`src/core/shhrc_pkg.sv`:
```
/*
  Constants, widths and state encoding for the standby, hold, halt and
  reset controller. Assumes nothing beyond a SystemVerilog compiler.
*/
package shhrc_pkg;
  localparam int               WAIT_CNT_W        = 16;
  // Hold-release wait, in oscillator cycles
  localparam int               HOLD_WAIT_OSC_CYC = 16384;
  // The core clock is the oscillator itself
  localparam int               OSC_PER_CLK       = 1;
  localparam int               HOLD_WAIT_CLK     = HOLD_WAIT_OSC_CYC
                                                   / OSC_PER_CLK;
  localparam int               T0_W              = 12;
  localparam logic [T0_W-1:0]  T0_RESET_VAL      = 12'hFFC;
  localparam int               PORT_W            = 4;
  localparam int               NUM_RST_PORTS     = 3;
  localparam int               P3_IN_W           = 3;
  localparam int               INV_NUM           = 2;
  localparam int               PORT0_IDX         = 0;

  typedef enum logic [1:0] {
    ST_RUN  = 2'b00,
    ST_HALT = 2'b01,
    ST_HOLD = 2'b10,
    ST_WAIT = 2'b11
  } shhrc_state_t;
endpackage

```
`src/core/shhrc_wait_if.sv`:
```
/*
  Handshake between the standby controller and its release wait counter.
  Assumes both ends run on the same clock and reset.
*/
interface shhrc_wait_if;
  logic start;
  logic abort;
  logic busy;
  logic done;

  modport ctl (output start, output abort, input busy, input done);
  modport cnt (input start, input abort, output busy, output done);
endinterface

```
`src/core/shhrc_top.sv`:
```
/*
  Standby and reset controller of a 4-bit controller core: hold, halt,
  release wait, timer 0 preset, port and inverter drive in standby.
  Assumes pin inputs are synchronous to ref_clk and the core fetches only
  while cpu_run is high.
*/
// Contract
// - Hold instruction with standby pin low enters hold mode.
// - In hold, raising the standby pin restarts the processor.
// - Reset input is ignored while the standby pin is low.
// - After hold release wait 16384 oscillator cycles before running.
// - Reset and hold release both load timer 0 with FFC.
// - Hold turns port drivers off; halt keeps port outputs unchanged.
// - Inverter outputs off in hold, still operating in halt.
// - Each port 0 bit may separately release halt mode.
// - Reset drives ports 0, 1, 4 to mask-selected high or low.
// - Standby pin reads as port 3 bit 3 beside three other bits.
// - Oscillator stops in hold, keeps running in halt.
// - With standby pin high, reset input low resets the processor.
module shhrc_top
  import shhrc_pkg::*;
#(
  parameter logic [NUM_RST_PORTS-1:0] PORT_RST_LVL = 3'h7,
  parameter logic [WAIT_CNT_W-1:0]    HOLD_WAIT    =
                                        HOLD_WAIT_CLK[WAIT_CNT_W-1:0]
) (
  input  wire logic                                ref_clk,
  input  wire logic                                arst_n,
  input  wire logic                                reset_input_pin_n,
  input  wire logic                                standby_control_pin,
  input  wire logic                                hold_instr,
  input  wire logic                                halt_instr,
  input  wire logic [PORT_W-1:0]                   halt_release_en,
  input  wire logic [PORT_W-1:0]                   halt_release_port_bits,
  input  wire logic [P3_IN_W-1:0]                  port3_pins,
  input  wire logic [NUM_RST_PORTS-1:0]            port_wr_en,
  input  wire logic [NUM_RST_PORTS-1:0][PORT_W-1:0] port_wr_data,
  input  wire logic [INV_NUM-1:0]                  inv_in,
  output logic                                     cpu_reset,
  output logic                                     cpu_run,
  output logic                                     osc_run,
  output logic                                     hold_active,
  output logic                                     halt_active,
  output logic                                     timer0_load,
  output logic [T0_W-1:0]                          timer0_value,
  output logic [PORT_W-1:0]                        port3_read,
  output logic [NUM_RST_PORTS-1:0][PORT_W-1:0]     port_out,
  output logic [NUM_RST_PORTS-1:0]                 port_oe_n,
  output logic [INV_NUM-1:0]                       inv_out,
  output logic [INV_NUM-1:0]                       inv_oe_n
);
  logic                              rst_meta_reg;
  logic                              rst_n;
  shhrc_state_t                      state_reg;
  shhrc_state_t                      state_next;
  logic                              cpu_reset_reg;
  logic                              timer0_load_reg;
  logic [T0_W-1:0]                   timer0_value_reg;
  logic [PORT_W-1:0]                 port3_read_reg;
  logic [NUM_RST_PORTS-1:0][PORT_W-1:0] port_reg;
  logic [NUM_RST_PORTS-1:0]          port_oe_n_reg;
  logic [INV_NUM-1:0]                inv_out_reg;
  logic                              inv_off_reg;

  shhrc_wait_if wif ();

  // Reset release synchroniser
  always_ff @(posedge ref_clk or negedge arst_n) begin
    if (!arst_n) begin
      rst_meta_reg <= 1'b0;
      rst_n        <= 1'b0;
    end else begin
      rst_meta_reg <= 1'b1;
      rst_n        <= rst_meta_reg;
    end
  end

  // A low standby pin masks the reset pin so a sagging supply in hold
  // cannot scramble the retained state
  wire logic pin_reset_w  = standby_control_pin &&
                            !reset_input_pin_n;
  wire logic hold_go_w    = (state_reg == ST_RUN) && hold_instr &&
                            !standby_control_pin;
  wire logic halt_go_w    = (state_reg == ST_RUN) && halt_instr && !hold_go_w;
  wire logic halt_wake_w  =
    |(halt_release_en & halt_release_port_bits);
  wire logic hold_wake_w  = (state_reg == ST_HOLD) &&
                            standby_control_pin;
  wire logic t0_load_w    = pin_reset_w || hold_wake_w;

  always_comb begin
    state_next = state_reg;
    case (state_reg)
      ST_RUN: begin
        if (hold_go_w) begin
          state_next = ST_HOLD;
        end else if (halt_go_w) begin
          state_next = ST_HALT;
        end
      end
      ST_HALT: begin
        if (halt_wake_w) begin
          state_next = ST_RUN;
        end
      end
      ST_HOLD: begin
        if (hold_wake_w) begin
          state_next = ST_WAIT;
        end
      end
      ST_WAIT: begin
        if (wif.done) begin
          state_next = ST_RUN;
        end
      end
      default: state_next = ST_RUN;
    endcase
    if (pin_reset_w) begin
      state_next = ST_RUN;
    end
  end

  assign wif.start = hold_wake_w && !pin_reset_w;
  assign wif.abort = pin_reset_w;

  shhrc_wait #(
    .WAIT_CYCLES (HOLD_WAIT)
  ) u_wait (
    .ref_clk (ref_clk),
    .rst_n   (rst_n),
    .wif     (wif)
  );

  always_ff @(posedge ref_clk or negedge rst_n) begin
    if (!rst_n) begin
      state_reg        <= ST_RUN;
      cpu_reset_reg    <= 1'b1;
      timer0_load_reg  <= 1'b1;
      timer0_value_reg <= T0_RESET_VAL;
      port3_read_reg   <= '0;
    end else begin
      state_reg        <= state_next;
      cpu_reset_reg    <= pin_reset_w;
      timer0_load_reg  <= t0_load_w;
      timer0_value_reg <= T0_RESET_VAL;
      port3_read_reg   <= {standby_control_pin, port3_pins};
    end
  end

  // Port latches; writes only land while the core runs, so halt and hold
  // keep the last value
  for (genvar p = 0; p < NUM_RST_PORTS; p++) begin : g_port
    always_ff @(posedge ref_clk or negedge rst_n) begin
      if (!rst_n) begin
        port_reg[p]      <= {PORT_W{PORT_RST_LVL[p]}};
        port_oe_n_reg[p] <= 1'b0;
      end else begin
        if (pin_reset_w) begin
          port_reg[p] <= {PORT_W{PORT_RST_LVL[p]}};
        end else if (port_wr_en[p] && (state_reg == ST_RUN)) begin
          port_reg[p] <= port_wr_data[p];
        end
        port_oe_n_reg[p] <= (state_next == ST_HOLD);
      end
    end
  end

  // Inverters keep working in halt; in hold the output is forced low and
  // released so the pin draws no current
  always_ff @(posedge ref_clk or negedge rst_n) begin
    if (!rst_n) begin
      inv_out_reg <= '0;
      inv_off_reg <= 1'b0;
    end else begin
      inv_off_reg <= (state_next == ST_HOLD);
      inv_out_reg <= (state_next == ST_HOLD) ? '0 : ~inv_in;
    end
  end

  assign cpu_reset    = cpu_reset_reg;
  assign cpu_run      = (state_reg == ST_RUN) && !cpu_reset_reg;
  assign osc_run      = (state_reg != ST_HOLD);
  assign hold_active  = (state_reg == ST_HOLD);
  assign halt_active  = (state_reg == ST_HALT);
  assign timer0_load  = timer0_load_reg;
  assign timer0_value = timer0_value_reg;
  assign port3_read   = port3_read_reg;
  assign port_out     = port_reg;
  assign port_oe_n    = port_oe_n_reg;
  assign inv_out      = inv_out_reg;
  assign inv_oe_n     = {INV_NUM{inv_off_reg}};
endmodule

```
`src/core/shhrc_wait.sv`:
```
/*
  Release wait counter: counts a fixed number of clocks after start.
  Assumes start is a single-cycle request; abort stays high while the controller takes a pin reset.
*/
module shhrc_wait
  import shhrc_pkg::*;
#(
  parameter logic [WAIT_CNT_W-1:0] WAIT_CYCLES = HOLD_WAIT_CLK[WAIT_CNT_W-1:0]
) (
  input  wire logic  ref_clk,
  input  wire logic  rst_n,
  shhrc_wait_if.cnt  wif
);
  logic [WAIT_CNT_W-1:0] cnt_reg;
  logic                  busy_reg;
  wire  logic            last_w = busy_reg &&
                                  (cnt_reg == WAIT_CYCLES - 16'h0001);

  always_ff @(posedge ref_clk or negedge rst_n) begin
    if (!rst_n) begin
      cnt_reg  <= '0;
      busy_reg <= 1'b0;
    end else if (wif.abort) begin
      cnt_reg  <= '0;
      busy_reg <= 1'b0;
    end else if (wif.start) begin
      cnt_reg  <= '0;
      busy_reg <= 1'b1;
    end else if (busy_reg) begin
      cnt_reg  <= last_w ? '0 : cnt_reg + 16'h0001;
      busy_reg <= !last_w;
    end
  end

  assign wif.busy = busy_reg;
  assign wif.done = last_w;
endmodule

```
`config.mk`:
```
export PLATFORM = sky130hd
export DESIGN_NAME = shhrc_top
export DESIGN_NICKNAME = d
export VERILOG_FILES = /design/src/core/shhrc_pkg.sv /design/src/core/shhrc_wait_if.sv /design/src/core/shhrc_top.sv /design/src/core/shhrc_wait.sv
export SDC_FILE = /design/constraint.sdc
export NUM_CORES = 1
export LEC_CHECK = 0
export BUFFER_PORTS_ARGS = -buffer_cell sky130_fd_sc_hd__buf_2
export CORE_UTILIZATION = 44
export CTS_BUF_LIST = sky130_fd_sc_hd__clkbuf_8
export CTS_CLUSTER_DIAMETER = 150
export DETAILED_ROUTE_END_ITERATION = 6
export PLACE_DENSITY = 0.68
export SLEW_MARGIN = 0
export SYNTH_ARGS = -nofsm -noshare
export SYNTH_HDL_FRONTEND = slang
export SYNTH_HIERARCHICAL = 1
export SYNTH_SLANG_ARGS = --single-unit
export TNS_END_PERCENT = 30
```
`constraint.sdc`:
```
create_clock -name ref_clk -period 1.4 [get_ports ref_clk]
set_input_delay 0.21 -clock ref_clk [delete_from_list [all_inputs] [get_ports ref_clk]]
set_output_delay 0.21 -clock ref_clk [all_outputs]
set_load 0.01 [all_outputs]
```
==> flow_results.xml <==
<?xml version="1.0" encoding="UTF-8"?>
<metrics>
  <group name="cts">
    <metric name="cts_root_buffer" unit="">clkbuf_8</metric>
    <metric name="cts-root-to-sink-buffers" unit="">2</metric>
    <metric name="cts.clk_slew.worst_paths" unit="ns">0.08</metric>
    <metric name="clock_insertion_delay_worst_skew" unit="ns">0.30</metric>
    <metric name="htree_num_levels" unit="">2</metric>
    <metric name="clock_tree_from_tritoncts" unit="">yes</metric>
    <metric name="cts_inserted_buffers" unit="">5</metric>
    <metric name="tritoncts_num_sinks" unit="">42</metric>
  </group>
  <group name="power">
    <metric name="cellPowerDensity" unit="nW/um^2">1150</metric>
    <metric name="power.total" unit="uW">3380</metric>
    <metric name="ir_worst_vdd" unit="uV">864</metric>
    <metric name="total_leakage_power" unit="uW">0.00143</metric>
  </group>
  <group name="placement">
    <metric name="finalWeightedCongestion" unit="">0.792</metric>
    <metric name="preCtsSetupSlack" unit="ns">-0.158</metric>
    <metric name="post-dp-hpwl" unit="um">3560</metric>
    <metric name="place.port_buffers" unit="">62</metric>
  </group>
  <group name="logic_synthesis">
    <metric name="post_synth.cell_area_avg" unit="um^2">10.8</metric>
    <metric name="ys.flop_type" unit="">dfrtp_1</metric>
    <metric name="synth-seq-area-share" unit="">0.485</metric>
    <metric name="ys_warn_count" unit="">6</metric>
    <metric name="synthCells" unit="">204</metric>
    <metric name="synthDominantCellAreaShare" unit="">0.318</metric>
    <metric name="synthDominantAreaCellType" unit="">dfrtp_1</metric>
    <metric name="synth_enable_flop_cells" unit="">0</metric>
    <metric name="cell_area_synth" unit="um^2">2200</metric>
    <metric name="ys_async_sr_fraction" unit="">1.00</metric>
    <metric name="yosys.cell_types.count" unit="">46</metric>
    <metric name="yosys_register_bits" unit="">42</metric>
    <metric name="synthTopCellsByArea" unit="">dfrtp_1 (32%), dfstp_2 (17%), buf_4 (5.8%)</metric>
  </group>
  <group name="timing">
    <metric name="finalHoldViolCount" unit="">0</metric>
    <metric name="timing.final.ws_setup" unit="ns">-0.0885</metric>
    <metric name="max_freq" unit="MHz">672</metric>
    <metric name="timing.final.crit_period" unit="ns">1.49</metric>
    <metric name="finClkSkew" unit="ns">0.00582</metric>
    <metric name="rsz0062_at_grt" unit="">true</metric>
    <metric name="final_max_slew_viol_count" unit="">0</metric>
    <metric name="setup_viol" unit="">13</metric>
    <metric name="post-route-period-util" unit="">1.06</metric>
  </group>
  <group name="drt">
    <metric name="postRouteAntennaNets" unit="">0</metric>
    <metric name="drt-initial-drc-count" unit="">74</metric>
    <metric name="via_count" unit="">1788</metric>
    <metric name="routed_via_density" unit="">4.89</metric>
    <metric name="remaining_drc_errors" unit="">0</metric>
    <metric name="drtPass1Iterations" unit="">4</metric>
    <metric name="wirelength_per_cell" unit="um">13.2</metric>
    <metric name="post_detailed_routing_wire_length" unit="um">4810</metric>
  </group>
  <group name="global_route">
    <metric name="groute.usage.overall" unit="">0.194</metric>
    <metric name="grt_overflow_total" unit="">0</metric>
    <metric name="grt_first_pass_wirelength" unit="um">7670</metric>
    <metric name="antenna_found_initial" unit="">0</metric>
    <metric name="grt_pass1_vias" unit="">1673</metric>
    <metric name="pin_count_of_the_biggest_net_entering_global_routing" unit="">24</metric>
  </group>
  <group name="final_layout">
    <metric name="mostFrequentLayoutCells" unit="">buf_2 (61), buf_4 (36), dfrtp_1 (28)</metric>
    <metric name="finish.utilization" unit="">0.613</metric>
    <metric name="antenna_cells_inserted" unit="">0</metric>
    <metric name="layout.nets" unit="">333</metric>
    <metric name="largest_reg_flops" unit="">16</metric>
    <metric name="final_common_cell" unit="">buf_2</metric>
    <metric name="drive_above_1_share" unit="">0.505</metric>
    <metric name="flow.area_growth_from_synthesis" unit="%">33.2</metric>
  </group>
  <group name="worst_setup_path">
    <metric name="slowest_delay" unit="ns">0.40</metric>
    <metric name="worst-path-max-fanout" unit="">4</metric>
    <metric name="setup.worst_path.start_class" unit="">flop</metric>
    <metric name="element_type_at_the_critical_path_end" unit="">flop</metric>
    <metric name="worst-endpoint-arrival" unit="ns">1.71</metric>
    <metric name="crit_chain" unit="">and3_4 -&gt; buf_4 -&gt; nand4b_4 -&gt; or4_1 -&gt; a31oi_1</metric>
    <metric name="required" unit="ns">1.63</metric>
    <metric name="timing.critical_path.slowest_stage_cell" unit="">or4_1</metric>
    <metric name="worst-setup-path-type" unit="">flop to flop</metric>
  </group>
  <group name="floorplan">
    <metric name="initial_utilization" unit="">0.460</metric>
    <metric name="die_area" unit="um^2">5290</metric>
    <metric name="fp.dieW" unit="um">72.8</metric>
    <metric name="row_count" unit="">25</metric>
    <metric name="floorplan.die.height" unit="um">72.8</metric>
    <metric name="floorplan.core_area" unit="um^2">4790</metric>
    <metric name="pin_count" unit="">75</metric>
  </group>
  <group name="status">
    <metric name="failed_checks" unit="">negative setup slack</metric>
    <metric name="outcome" unit="">finished with violations</metric>
  </group>
  <group name="run">
    <metric name="drv.max_cap_violation_count" unit="">0</metric>
  </group>
  <group name="hold_path">
    <metric name="worstHoldPathType" unit="">primary input to flop</metric>
  </group>
</metrics>
## cell families (layout without fill, tap and decap cells)
logic type | count (synthesis) | count (layout) | synth area share
simple gates | 76 | 76 | 0.210
flops | 42 | 42 | 0.485
buf+inv | 34 | 118 | 0.119
compound gates | 31 | 31 | 0.0982
mux | 12 | 12 | 0.0545
xor+xnor | 6 | 6 | 0.0238
other cells | 2 | 13 | 0.00341
fa+ha+maj | 1 | 1 | 0.00568
## power by group
group	switching, uW	internal, uW	leakage [uW]
clock	447	360	0.0000447
sequential	98.8	1440	0.000506
combinational	536	501	0.000878
## cells in the mapped netlist, types with 4 or more instances
master     n
buf_6      5
nor2_1     8
nand2_1   27
dfstp_2   14
and3_1     5
a21oi_1    7
o21ai_0    5
a31oi_1    7
mux2i_1   12
xor2_1     5
inv_1      6
nand3_1    7
buf_4     17
dfrtp_1   28
o211ai_1   4
## final timing paths
check	slack, ns	cells past startpoint	from	to
hold / removal	0.02	1	port3_pins[0]	port3_read[0]$_DFF_PN0_
max in group asynchronous	0.91	1	rst_n$_DFF_PN0_	inv_out[1]$_DFF_PN0_
setup reg to reg	-0.09	5	u_wait/cnt_reg[4]$_DFFE_PN0P_	u_wait/cnt_reg[13]$_DFFE_PN0P_
setup / recovery	-0.09	5	u_wait/cnt_reg[4]$_DFFE_PN0P_	u_wait/cnt_reg[13]$_DFFE_PN0P_
min in group asynchronous	0.21	2	arst_n	rst_n$_DFF_PN0_
hold reg to reg	0.22	1	rst_n$_DFF_PN0_	u_wait/wif.busy$_DFF_PN0_
## worst max-delay path: cells and delay by family, from the launching register on
family / cells / cell delay [ns]
AND/OR/NAND/NOR: 3 / 0.73
flip-flops: 1 / 0.37
AO/OA/AOI/OAI: 1 / 0.17
buffers and inverters: 1 / 0.15
## layout make-up
class                      instances  area [um^2]
clock inverter                     3         25.0
multi-input combinational        139         1020
sequential                        42         1070
fill                             406         1850
timing repair buffer             104          651
clock buffer                       5         68.8
inverter                           6         22.5
tap                               67         83.8
## what timing repair did
item                                    CTS  global route
endpoints found under the setup margin   18            20
buffers inserted                          0             2
resized for setup                         7            11
endpoints found under the hold margin     4             0
pin swaps                                 5             2
hold buffers                              3             0
## metal layers
metal  GRT usage  share of wire  vias up
li1            -              -      868
met1       0.252           0.46      858
met2       0.317           0.49       51
met3      0.0428          0.034       11
met4      0.0719          0.018        0
met5           0              0        -
## per-stage QoR
stage	hold WS, ns	std cells	instance area [um^2]	TNS (ns)
global route	0.00556	366	2940	-1.93
CTS	0.00895	364	2860	-0.914
finish	0.0162	366	2940	-0.731
global placement	-0.00235	353	2710	-0.669
detailed placement	-0.000680	353	2710	-0.940
floorplan	-0.0856	215	2290	-3.15
Note: power is estimated with default switching activity, not from simulation.
